[config.mk]
export PLATFORM = sky130hd
export DESIGN_NAME = psm_mapper
export DESIGN_NICKNAME = d
export VERILOG_FILES = /design/src/psm_pkg.sv /design/src/psm_level.sv /design/src/psm_mapper.sv
export SDC_FILE = /design/constraint.sdc
export NUM_CORES = 1
export LEC_CHECK = 0
export ABC_AREA = 1
export BUFFER_PORTS_ARGS = -buffer_cell sky130_fd_sc_hd__buf_4
export CORE_ASPECT_RATIO = 1.25
export CORE_MARGIN = 1
export CORE_UTILIZATION = 45
export DETAILED_ROUTE_END_ITERATION = 10
export MAX_ROUTING_LAYER = met4
export PLACE_DENSITY = 0.78
export SKIP_CTS_REPAIR_TIMING = 1
export SLEW_MARGIN = 20
export SYNTH_ARGS = -nofsm -noshare
export SYNTH_HDL_FRONTEND = slang
export SYNTH_SLANG_ARGS = --single-unit
[constraint.sdc]
create_clock -name SYS_CLK_I -period 1.9 [get_ports SYS_CLK_I]
set_clock_uncertainty 0.05 [all_clocks]
set_input_delay 0.475 -clock SYS_CLK_I [delete_from_list [all_inputs] [get_ports SYS_CLK_I]]
set_output_delay 0.475 -clock SYS_CLK_I [all_outputs]
set_load 0.01 [all_outputs]
[src/psm_pkg.sv]
package psm_pkg;
  // Modulation mode select encoding
  localparam logic [1:0] MODE_BPSK = 2'h0;
  localparam logic [1:0] MODE_PI2_BPSK = 2'h1;
  localparam logic [1:0] MODE_QPSK = 2'h2;
  localparam logic [1:0] MODE_PI4_QPSK = 2'h3;
  // Default output width and fraction bits (Q1.(W-2) style)
  localparam int OUT_W = 16;
  // Bits per symbol
  localparam logic [1:0] BITS_ONE = 2'h1;
  localparam logic [1:0] BITS_TWO = 2'h2;
  // Constellation level selectors
  typedef enum logic [2:0] {
    PSM_LVL_ZERO = 3'h0,
    PSM_LVL_POS_ONE = 3'h1,
    PSM_LVL_NEG_ONE = 3'h2,
    PSM_LVL_POS_DIAG = 3'h3,
    PSM_LVL_NEG_DIAG = 3'h4
  } psm_lvl_t;
endpackage

[src/psm_level.sv]
`timescale 1ns/1ns
`default_nettype none
// Converts a level selector to a signed fixed-point value, unity = 2^(W-2)
module psm_level #(
  parameter int W = psm_pkg::OUT_W
) (
  input wire psm_pkg::psm_lvl_t lvl_i,
  output logic signed [W-1:0] val_o
);
  localparam logic signed [W-1:0] ONE = W'(1) <<< (W - 2);
  // 1/sqrt2 scaled by unity; the integer cast already rounds to nearest
  localparam logic signed [W-1:0] DIAG = W'(longint'(0.70710678 * (2.0 ** (W - 2))));
  always_comb begin
    unique case (lvl_i)
      psm_pkg::PSM_LVL_POS_ONE: val_o = ONE;
      psm_pkg::PSM_LVL_NEG_ONE: val_o = -ONE;
      psm_pkg::PSM_LVL_POS_DIAG: val_o = DIAG;
      psm_pkg::PSM_LVL_NEG_DIAG: val_o = -DIAG;
      default: val_o = '0;
    endcase
  end
endmodule
`default_nettype wire

[src/psm_mapper.sv]
`timescale 1ns/1ns
`default_nettype none
// What this block does
// - BPSK takes one input bit for every output symbol
// - pi/2-BPSK one bit per symbol, alternating even then odd tables
// - Even pi/2-BPSK: one gives (1,0), zero gives (-1,0)
// - Odd pi/2-BPSK: one gives (0,-1), zero gives (0,1)
// - QPSK pairs consecutive bits, earlier bit first, later bit second
// - QPSK I follows first bit, Q second bit, as +-1/sqrt2
// - pi/4-QPSK takes four bits: first pair even symbol, second pair odd
// - Even pi/4-QPSK uses the diagonal points driven by the two bits
// - Odd pi/4-QPSK: 11 (1,0), 10 (0,-1), 01 (0,1), 00 (-1,0)
module psm_mapper #(
  parameter int W = psm_pkg::OUT_W
) (
  input wire logic SYS_CLK_I,
  input wire logic RST_I,
  input wire logic [1:0] MODE_I,
  input wire logic BIT_I,
  input wire logic BIT_VALID_I,
  output logic BIT_READY_O,
  output logic signed [W-1:0] I_O,
  output logic signed [W-1:0] Q_O,
  output logic SYM_VALID_O,
  output logic SYM_ODD_O
);
  typedef enum logic [1:0] {
    PSM_ST_FIRST = 2'b01,
    PSM_ST_SECOND = 2'b10
  } psm_st_t;

  typedef struct packed {
    psm_st_t st;
    logic first_symbol_bit;
    logic odd;
    psm_pkg::psm_lvl_t lvl_i;
    psm_pkg::psm_lvl_t lvl_q;
    logic valid;
    logic sym_odd;
  } psm_state_t;

  psm_state_t s_r;
  psm_state_t s_nxt;
  logic signed [W-1:0] in_phase_value;
  logic signed [W-1:0] quadrature_value;

  function automatic psm_pkg::psm_lvl_t axis(input logic b);
    axis = b ? psm_pkg::PSM_LVL_POS_ONE : psm_pkg::PSM_LVL_NEG_ONE;
  endfunction

  function automatic psm_pkg::psm_lvl_t diag(input logic b);
    diag = b ? psm_pkg::PSM_LVL_POS_DIAG : psm_pkg::PSM_LVL_NEG_DIAG;
  endfunction

  // Mapper always accepts; the modulator is assumed to take one symbol per cycle
  assign BIT_READY_O = 1'b1;

  always_comb begin
    s_nxt = s_r;
    s_nxt.valid = 1'b0;
    s_nxt.sym_odd = 1'b0;
    if (BIT_VALID_I) begin
      unique case (MODE_I)
        psm_pkg::MODE_BPSK: begin
          s_nxt.lvl_i = axis(BIT_I);
          s_nxt.lvl_q = psm_pkg::PSM_LVL_ZERO;
          s_nxt.odd = 1'b0;
          s_nxt.valid = 1'b1;
        end
        psm_pkg::MODE_PI2_BPSK: begin
          if (!s_r.odd) begin
            s_nxt.lvl_i = axis(BIT_I);
            s_nxt.lvl_q = psm_pkg::PSM_LVL_ZERO;
          end else begin
            s_nxt.lvl_i = psm_pkg::PSM_LVL_ZERO;
            s_nxt.lvl_q = axis(!BIT_I);
          end
          s_nxt.sym_odd = s_r.odd;
          s_nxt.odd = !s_r.odd;
          s_nxt.valid = 1'b1;
        end
        default: begin
          // Two-bit modes share the pairing state machine
          unique case (s_r.st)
            PSM_ST_FIRST: begin
              s_nxt.first_symbol_bit = BIT_I;
              s_nxt.st = PSM_ST_SECOND;
            end
            PSM_ST_SECOND: begin
              s_nxt.st = PSM_ST_FIRST;
              s_nxt.valid = 1'b1;
              if (MODE_I == psm_pkg::MODE_QPSK || !s_r.odd) begin
                s_nxt.lvl_i = diag(s_r.first_symbol_bit);
                s_nxt.lvl_q = diag(BIT_I);
              end else begin
                unique case ({s_r.first_symbol_bit, BIT_I})
                  2'h3: begin
                    s_nxt.lvl_i = psm_pkg::PSM_LVL_POS_ONE;
                    s_nxt.lvl_q = psm_pkg::PSM_LVL_ZERO;
                  end
                  2'h2: begin
                    s_nxt.lvl_i = psm_pkg::PSM_LVL_ZERO;
                    s_nxt.lvl_q = psm_pkg::PSM_LVL_NEG_ONE;
                  end
                  2'h1: begin
                    s_nxt.lvl_i = psm_pkg::PSM_LVL_ZERO;
                    s_nxt.lvl_q = psm_pkg::PSM_LVL_POS_ONE;
                  end
                  2'h0: begin
                    s_nxt.lvl_i = psm_pkg::PSM_LVL_NEG_ONE;
                    s_nxt.lvl_q = psm_pkg::PSM_LVL_ZERO;
                  end
                endcase
              end
              s_nxt.odd = (MODE_I == psm_pkg::MODE_PI4_QPSK) ? !s_r.odd : 1'b0;
              s_nxt.sym_odd = (MODE_I == psm_pkg::MODE_PI4_QPSK) && s_r.odd;
            end
            default: s_nxt.st = PSM_ST_FIRST;
          endcase
        end
      endcase
    end
  end

  always_ff @(posedge SYS_CLK_I or posedge RST_I) begin
    if (RST_I) begin
      s_r <= '{st: PSM_ST_FIRST, first_symbol_bit: 1'b0, odd: 1'b0,
               lvl_i: psm_pkg::PSM_LVL_ZERO, lvl_q: psm_pkg::PSM_LVL_ZERO,
               valid: 1'b0, sym_odd: 1'b0};
    end else begin
      s_r <= s_nxt;
    end
  end

  psm_level #(.W(W)) u_lvl_i (.lvl_i(s_r.lvl_i), .val_o(in_phase_value));
  psm_level #(.W(W)) u_lvl_q (.lvl_i(s_r.lvl_q), .val_o(quadrature_value));

  // Decode is from registered selectors only, so outputs stay glitch-free
  assign I_O = in_phase_value;
  assign Q_O = quadrature_value;
  assign SYM_VALID_O = s_r.valid;
  // Registered so the flag cannot glitch when the mode input moves
  assign SYM_ODD_O = s_r.sym_odd;

  bpsk_one_bit_a: assert property (@(posedge SYS_CLK_I) disable iff (RST_I)
    (BIT_VALID_I && MODE_I == psm_pkg::MODE_BPSK) |=> SYM_VALID_O)
    else $error("BPSK bit gave no symbol");
  bpsk_map_a: assert property (@(posedge SYS_CLK_I) disable iff (RST_I)
    (BIT_VALID_I && MODE_I == psm_pkg::MODE_BPSK) |=>
      (Q_O == 0 && (I_O > 0) == $past(BIT_I)))
    else $error("BPSK mapping wrong");
  pi2_alt_a: assert property (@(posedge SYS_CLK_I) disable iff (RST_I)
    (BIT_VALID_I && MODE_I == psm_pkg::MODE_PI2_BPSK) |=> (s_r.odd != $past(s_r.odd)))
    else $error("pi/2 parity did not alternate");
  pi2_even_a: assert property (@(posedge SYS_CLK_I) disable iff (RST_I)
    (BIT_VALID_I && MODE_I == psm_pkg::MODE_PI2_BPSK && !s_r.odd) |=>
      (Q_O == 0 && (I_O > 0) == $past(BIT_I)))
    else $error("pi/2 even mapping wrong");
  pi2_odd_a: assert property (@(posedge SYS_CLK_I) disable iff (RST_I)
    (BIT_VALID_I && MODE_I == psm_pkg::MODE_PI2_BPSK && s_r.odd) |=>
      (I_O == 0 && (Q_O < 0) == $past(BIT_I)))
    else $error("pi/2 odd mapping wrong");
  qpsk_pair_a: assert property (@(posedge SYS_CLK_I) disable iff (RST_I)
    (BIT_VALID_I && MODE_I == psm_pkg::MODE_QPSK && s_r.st == PSM_ST_FIRST) |=> !SYM_VALID_O)
    else $error("QPSK emitted after one bit");
  qpsk_map_a: assert property (@(posedge SYS_CLK_I) disable iff (RST_I)
    (BIT_VALID_I && MODE_I == psm_pkg::MODE_QPSK && s_r.st == PSM_ST_SECOND) |=>
      ((I_O > 0) == $past(s_r.first_symbol_bit) && (Q_O > 0) == $past(BIT_I) && I_O != 0))
    else $error("QPSK mapping wrong");
  pi4_odd_a: assert property (@(posedge SYS_CLK_I) disable iff (RST_I)
    (BIT_VALID_I && MODE_I == psm_pkg::MODE_PI4_QPSK && s_r.st == PSM_ST_SECOND
     && s_r.odd) |=> ((I_O == 0) != (Q_O == 0)))
    else $error("pi/4 odd symbol not axial");
  // Sign tests keep these checks independent of the output width
  pi4_pair_a: assert property (@(posedge SYS_CLK_I) disable iff (RST_I)
    (BIT_VALID_I && MODE_I == psm_pkg::MODE_PI4_QPSK && s_r.st == PSM_ST_FIRST)
      |=> !SYM_VALID_O)
    else $error("pi/4 emitted after one bit");
  pi4_alt_a: assert property (@(posedge SYS_CLK_I) disable iff (RST_I)
    (BIT_VALID_I && MODE_I == psm_pkg::MODE_PI4_QPSK && s_r.st == PSM_ST_SECOND)
      |=> (s_r.odd != $past(s_r.odd) && SYM_ODD_O == $past(s_r.odd)))
    else $error("pi/4 parity did not alternate");
  pi4_even_a: assert property (@(posedge SYS_CLK_I) disable iff (RST_I)
    (BIT_VALID_I && MODE_I == psm_pkg::MODE_PI4_QPSK && s_r.st == PSM_ST_SECOND
     && !s_r.odd) |=> (I_O != 0 && (I_O == Q_O || I_O == -Q_O)
      && (I_O > 0) == $past(s_r.first_symbol_bit) && (Q_O > 0) == $past(BIT_I)))
    else $error("pi/4 even mapping wrong");
  pi4_odd_map_a: assert property (@(posedge SYS_CLK_I) disable iff (RST_I)
    (BIT_VALID_I && MODE_I == psm_pkg::MODE_PI4_QPSK && s_r.st == PSM_ST_SECOND
     && s_r.odd) |=>
      ((I_O > 0) == ($past(s_r.first_symbol_bit) && $past(BIT_I))
      && (I_O < 0) == (!$past(s_r.first_symbol_bit) && !$past(BIT_I))
      && (Q_O < 0) == ($past(s_r.first_symbol_bit) && !$past(BIT_I))
      && (Q_O > 0) == (!$past(s_r.first_symbol_bit) && $past(BIT_I))))
    else $error("pi/4 odd mapping wrong");
  pi2_flag_a: assert property (@(posedge SYS_CLK_I) disable iff (RST_I)
    (BIT_VALID_I && MODE_I == psm_pkg::MODE_PI2_BPSK) |=> (SYM_ODD_O == $past(s_r.odd)))
    else $error("pi/2 odd flag wrong");
  odd_flag_qual_a: assert property (@(posedge SYS_CLK_I) disable iff (RST_I)
    SYM_ODD_O |-> SYM_VALID_O)
    else $error("odd flag without symbol");
  valid_source_a: assert property (@(posedge SYS_CLK_I) disable iff (RST_I)
    SYM_VALID_O |-> $past(BIT_VALID_I))
    else $error("symbol without a taken bit");
  out_hold_a: assert property (@(posedge SYS_CLK_I) disable iff (RST_I)
    !BIT_VALID_I |=> (!SYM_VALID_O && $stable(I_O) && $stable(Q_O)))
    else $error("outputs moved without a bit");
  rst_state_a: assert property (@(posedge SYS_CLK_I)
    RST_I |=> (!SYM_VALID_O && !SYM_ODD_O && I_O == 0 && Q_O == 0
      && !s_r.odd && s_r.st == PSM_ST_FIRST))
    else $error("reset did not restart the mapper");
  state_onehot_a: assert property (@(posedge SYS_CLK_I) disable iff (RST_I)
    $onehot(s_r.st))
    else $error("pairing state not one-hot");
  qpsk_parity_a: assert property (@(posedge SYS_CLK_I) disable iff (RST_I)
    (BIT_VALID_I && MODE_I == psm_pkg::MODE_QPSK && s_r.st == PSM_ST_SECOND)
      |=> (!s_r.odd && !SYM_ODD_O && (I_O == Q_O || I_O == -Q_O)))
    else $error("QPSK symbol off the diagonal");
  bpsk_parity_a: assert property (@(posedge SYS_CLK_I) disable iff (RST_I)
    (BIT_VALID_I && MODE_I == psm_pkg::MODE_BPSK) |=> (!s_r.odd && !SYM_ODD_O))
    else $error("BPSK symbol marked odd");
endmodule
`default_nettype wire

== Yosys cells after proc, flatten, opt, wreduce, memory -nomap -nowiden ==
Cells that the tools add are included.
W data, S select, Z words.
Word-level totals
  RAM bits: 0
  memories: 0
  bits in read-only memories: 0
  word-level logic and storage cells: 49
  input bits: 6
  latch bits: 0
  register bits after elaboration: 12
Operators by class
  divide/modulo/power cells: 0
  muxes and demuxes: 15
  reductions and logical operators: 10
  equal/unequal tests: 16
  bitwise logic cells: 1
  shifts and indexed selects: 0
  $add $sub $neg: 0
  $mul: 0
  magnitude comparators: 0
Operator list (count)
  $pmux W16 S4: 2
  $pmux W6 S4: 1
  $pmux W8 S2: 1
  $eq A3 B2 Y1 const B: 4
  $eq A2 B2 Y1 const B: 5
  $mux W9: 1
  $mux W2: 4
  $eq A2 B1 Y1 const B: 3
  $eq A3 B1 Y1 const B: 2
  $eq A3 B3 Y1 const B: 2
  $mux W3: 2
  $mux W6: 1
  $mux W5: 1
  $logic_not A2 Y1: 2
  $reduce_and A2 Y1: 2
  $reduce_and A3 Y1: 1
  $reduce_bool A3 Y1: 1
  $pmux W1 S2: 1
  $reduce_or A2 Y1: 1
  $logic_and A1 B1 Y1: 1
  $logic_not A1 Y1: 1
  $logic_or A1 B1 Y1: 1
  $mux W1: 1
  $not A1 Y1: 1

== Depth between registers and ports, before layout ==
  depth in word-level cells: 6
  gate-level depth with buffers: 7
  gate-level depth less buffers: 7

== Modules after synthesis ==
A second synthesis with hierarchy kept.
Unflattened totals
  cells, all modules: 132
  area, all modules: 940.9 sq um
By module, submodules not included
  psm_mapper: sequential area each 301.5 sq um, instances 1, cells an instance 84, area each 658.1 sq um
  psm_level: sequential area each 0.0 sq um, instances 2, cells an instance 24, area each 141.4 sq um

== Least setup slack after synthesis ==
No wires, ideal clock.
  path kind: register -> output
  start point: register s_r[5] (netlist name)
  end point: output I_O[0]
  cell stages (with the launch flop): 6
  data arrival time: 1.196 ns
  setup slack: 0.179 ns
  cells stage by stage: dfrtp_1 nor2_1 inv_1 nor2_1 inv_1 o21ai_0
On the way
  cells in the longest elaborated chain, start to end: 2
  elaborated cells between the ends (all ways): 5
  classes of those cells: eq/ne: 4; mux: 1
RTL lines
  start, declared: RTL line psm_mapper.sv:42  | psm_state_t s_r;
  start signal, assigned: RTL line psm_mapper.sv:127  | s_r <= '{st: PSM_ST_FIRST, first_symbol_bit: 1'b0, odd: 1'b0,
  start signal, assigned: RTL line psm_mapper.sv:131  | s_r <= s_nxt;
  $eq A3 B3 Y1 (tied with other cells): RTL line psm_level.sv:14  | unique case (lvl_i)
  $pmux W16 S4 *: RTL line psm_level.sv:14
  end, declared: RTL line psm_mapper.sv:22  | output logic signed [W-1:0] I_O,
Every way passes the cells marked *; elsewhere a longest branch is shown, timed or not.

== Final worst setup path ==
  start point: register s_r[6] (netlist name)
  end point: output I_O[5]
The elaborated chain is that of the path after synthesis.

==> flow_summary_export.csv <==
group,metric,value,unit
final_layout,nets,155,
drt,ant_nets,0,
final_layout,fillers,181,
placed_design,dp_hpwl,1290,um
setup_path,crit_path_end_kind,"primary output",
flow_run,drv_cap,0,
logic_synthesis,synth_top_cell_area_share,0.316,
setup_path,r2r-start,"s_r[10]",
placed_design,dp_slack,0.393,ns
pwr,irDropWorstVdd,0.000549,V
floorplanning,start_util,0.488,
sta,whs,0.152,ns
clock_tree,cts_num_sinks,12,
drt,via_per_inst,4.75,
logic_synthesis,ys_top_cells_by_area,"dfrtp_1, buf_4, nand2_1",
pwr,power,994,uW
logic_synthesis,synth_seq_cells,12,
drt,vias,793,
sta,finalCriticalPeriod,1.77,ns
floorplanning,die_height,51.2,um
sta,hold_violations,0,
drt,drc,0,
clock_tree,htreeDepth,1,
final_layout,fin_area,1050,um^2
sta,fin_crit_sh,0.933,
clock_tree,insertion_delay,0.28,ns
setup_path,critPathMaxFanout,8,
clock_tree,cts_tree,"yes",
min_path,min_path_type,"primary input to asynchronous set/reset pin",
global_routing,grt_antenna_before_repair,0,
sta,fin_tns_setup,0,ns
placed_design,placed_area,1020,um^2
floorplanning,ioPinCount,41,
logic_synthesis,syn_nets,133,
setup_path,timing.reg2reg.setup_slack,0.64,ns
sta,clock.fmax,564,MHz
final_layout,register_area,302,um^2
sta,slew_viol_final,0,
outcome,status,"finished clean",
drt,drt_iter0_drc,17,
logic_synthesis,synth_cell_types,16,
logic_synthesis,yosysTopAreaCell,"dfrtp_1",
sta,fin_ws,0.128,ns
global_routing,grt-ovfl-total,0,
setup_path,worstSetupStartpointType,"flip-flop",
sta,rsz0062_at_grt,"no",
final_layout,final_util,0.589,
floorplanning,rows,17,
final_layout,syn2layout_area_growth,20.7,%
floorplanning,die_w,41.4,um
logic_synthesis,synth.cell_area,872,um^2
logic_synthesis,ys_seq_area_frac,0.346,
setup_path,crit_type,"flip-flop to primary output",
floorplanning,fp.coreArea,1790,um^2
logic_synthesis,yosysWarnings,0,
placed_design,gp_congestion,0.891,
drt,drt-total-wl,1630,um
setup_path,crit_arrival,1.25,ns
drt,dr.pass1.iters,4,
final_layout,final_cells,167,
global_routing,grt_use_total,0.180,
sta,finalSetupViolCount,0,
placed_design,io_buffers,39,
floorplanning,dieArea,2120,um^2
logic_synthesis,synth_cells,127,
pwr,p_leak,0.612,nW
setup_path,crit_required,1.37,ns
setup_path,rr_worst_depth,7,
global_routing,grt_pass1_wl,2570,um
setup_path,rr_endpoint,"s_r[6]",
logic_synthesis,postSynthAreaPerCell,6.87,um^2
global_routing,grt_pass1_vias,660,
global_routing,grt_max_degree,13,
drt,wl_per_cell,9.77,um
final_layout,multi_input_area,333,um^2
clock_tree,ctsRootBufferMaster,"clkbuf_4",
final_layout,n_antenna_cell,0,
pwr,powerDensity,945,nW/um^2
clock_tree,clock_path_buffers,2,
clock_tree,cts.clk_slew.worst_paths,0.07,ns
final_layout,drive_above_1_share,0.345,
placed_design,placed_cells,163,
clock_tree,numCtsBuffers,3,
[cell usage after synthesis]
cell	n
buf_4	23
nand2_1	21
nor2_1	21
inv_1	16
nand3_1	12
dfrtp_1	11
o21ai_0	8
a21oi_1	3
nand2_2	3
inv_2	2
o22ai_1	2
conb_1	1
dfstp_2	1
nand4_1	1
o21a_1	1
xnor2_1	1
[layer usage]
layer,wire [um],GRT usage
met1,664,0.200
met2,778,0.302
met3,159,0.0261
met4,29,0.0806
met5,0,-
[layout by cell type (no fill, tap or decap)]
master    netlist  routed
dfstp_2         1       1
nand3_1        12      12
nor2_1         21      20
xnor2_1         1       1
buf_4          23      40
nand2_1        21      21
inv_1          16      15
clkbuf_4        0       3
o21ai_0         8       8
o22ai_1         2       2
conb_1          1       1
a21oi_1         3       3
dfrtp_1        11      11
nand2_2         3       3
clkbuf_1        0       1
o21a_1          1       1
nand4_1         1       1
inv_2           2       3
nor2_2          0       1
[layout make-up]
class,instances,share of cell area
Clock buffer,4,0.0250
Timing Repair Buffer,40,0.285
Multi-Input combinational cell,74,0.316
Inverter,18,0.0642
Tap cell,19,0.0226
Sequential cell,12,0.287
[registers in the layout (all words and copies together), names as in the netlist]
register,flops
SYM_ODD_O,1
SYM_VALID_O,1
s_r,10
[worst max-delay path, stage by stage (launching register included)]
cell and delay (ns):
dfrtp_1 0.41, nor2_1 0.11, inv_1 0.07, nor2_2 0.10
buf_4 0.15, buf_4 0.12
[kinds of logic after synthesis]
group                     after synthesis  share of synthesized area
AOI/OAI and AO/OA                      14                     0.0861
xor gates and xnor gates                1                     0.0100
and+or+nand+nor                        58                      0.278
buffers and inverters                  41                      0.275
other                                   1                    0.00430
DFF                                    12                      0.346
[report_power, final]
group	leakage, nW	switching [mW]	internal, mW
Combinational	0.447	0.239	0.209
Sequential	0.150	0.0604	0.320
Clock	0.0150	0.0844	0.0816
Total	0.612	0.384	0.610
[worst max path at each step]
stage	from	endpoint	cells past startpoint
3_3_place_gp	s_r[5]	I_O[12]	5
3_5_place_dp	s_r[5]	I_O[5]	5
2_1_floorplan	s_r[5]	I_O[0]	5
6_report	s_r[6]	I_O[5]	5
5_1_grt	s_r[5]	I_O[4]	5
4_1_cts	s_r[2]	Q_O[4]	4
No activity file was read; power rests on OpenSTA's default activity.
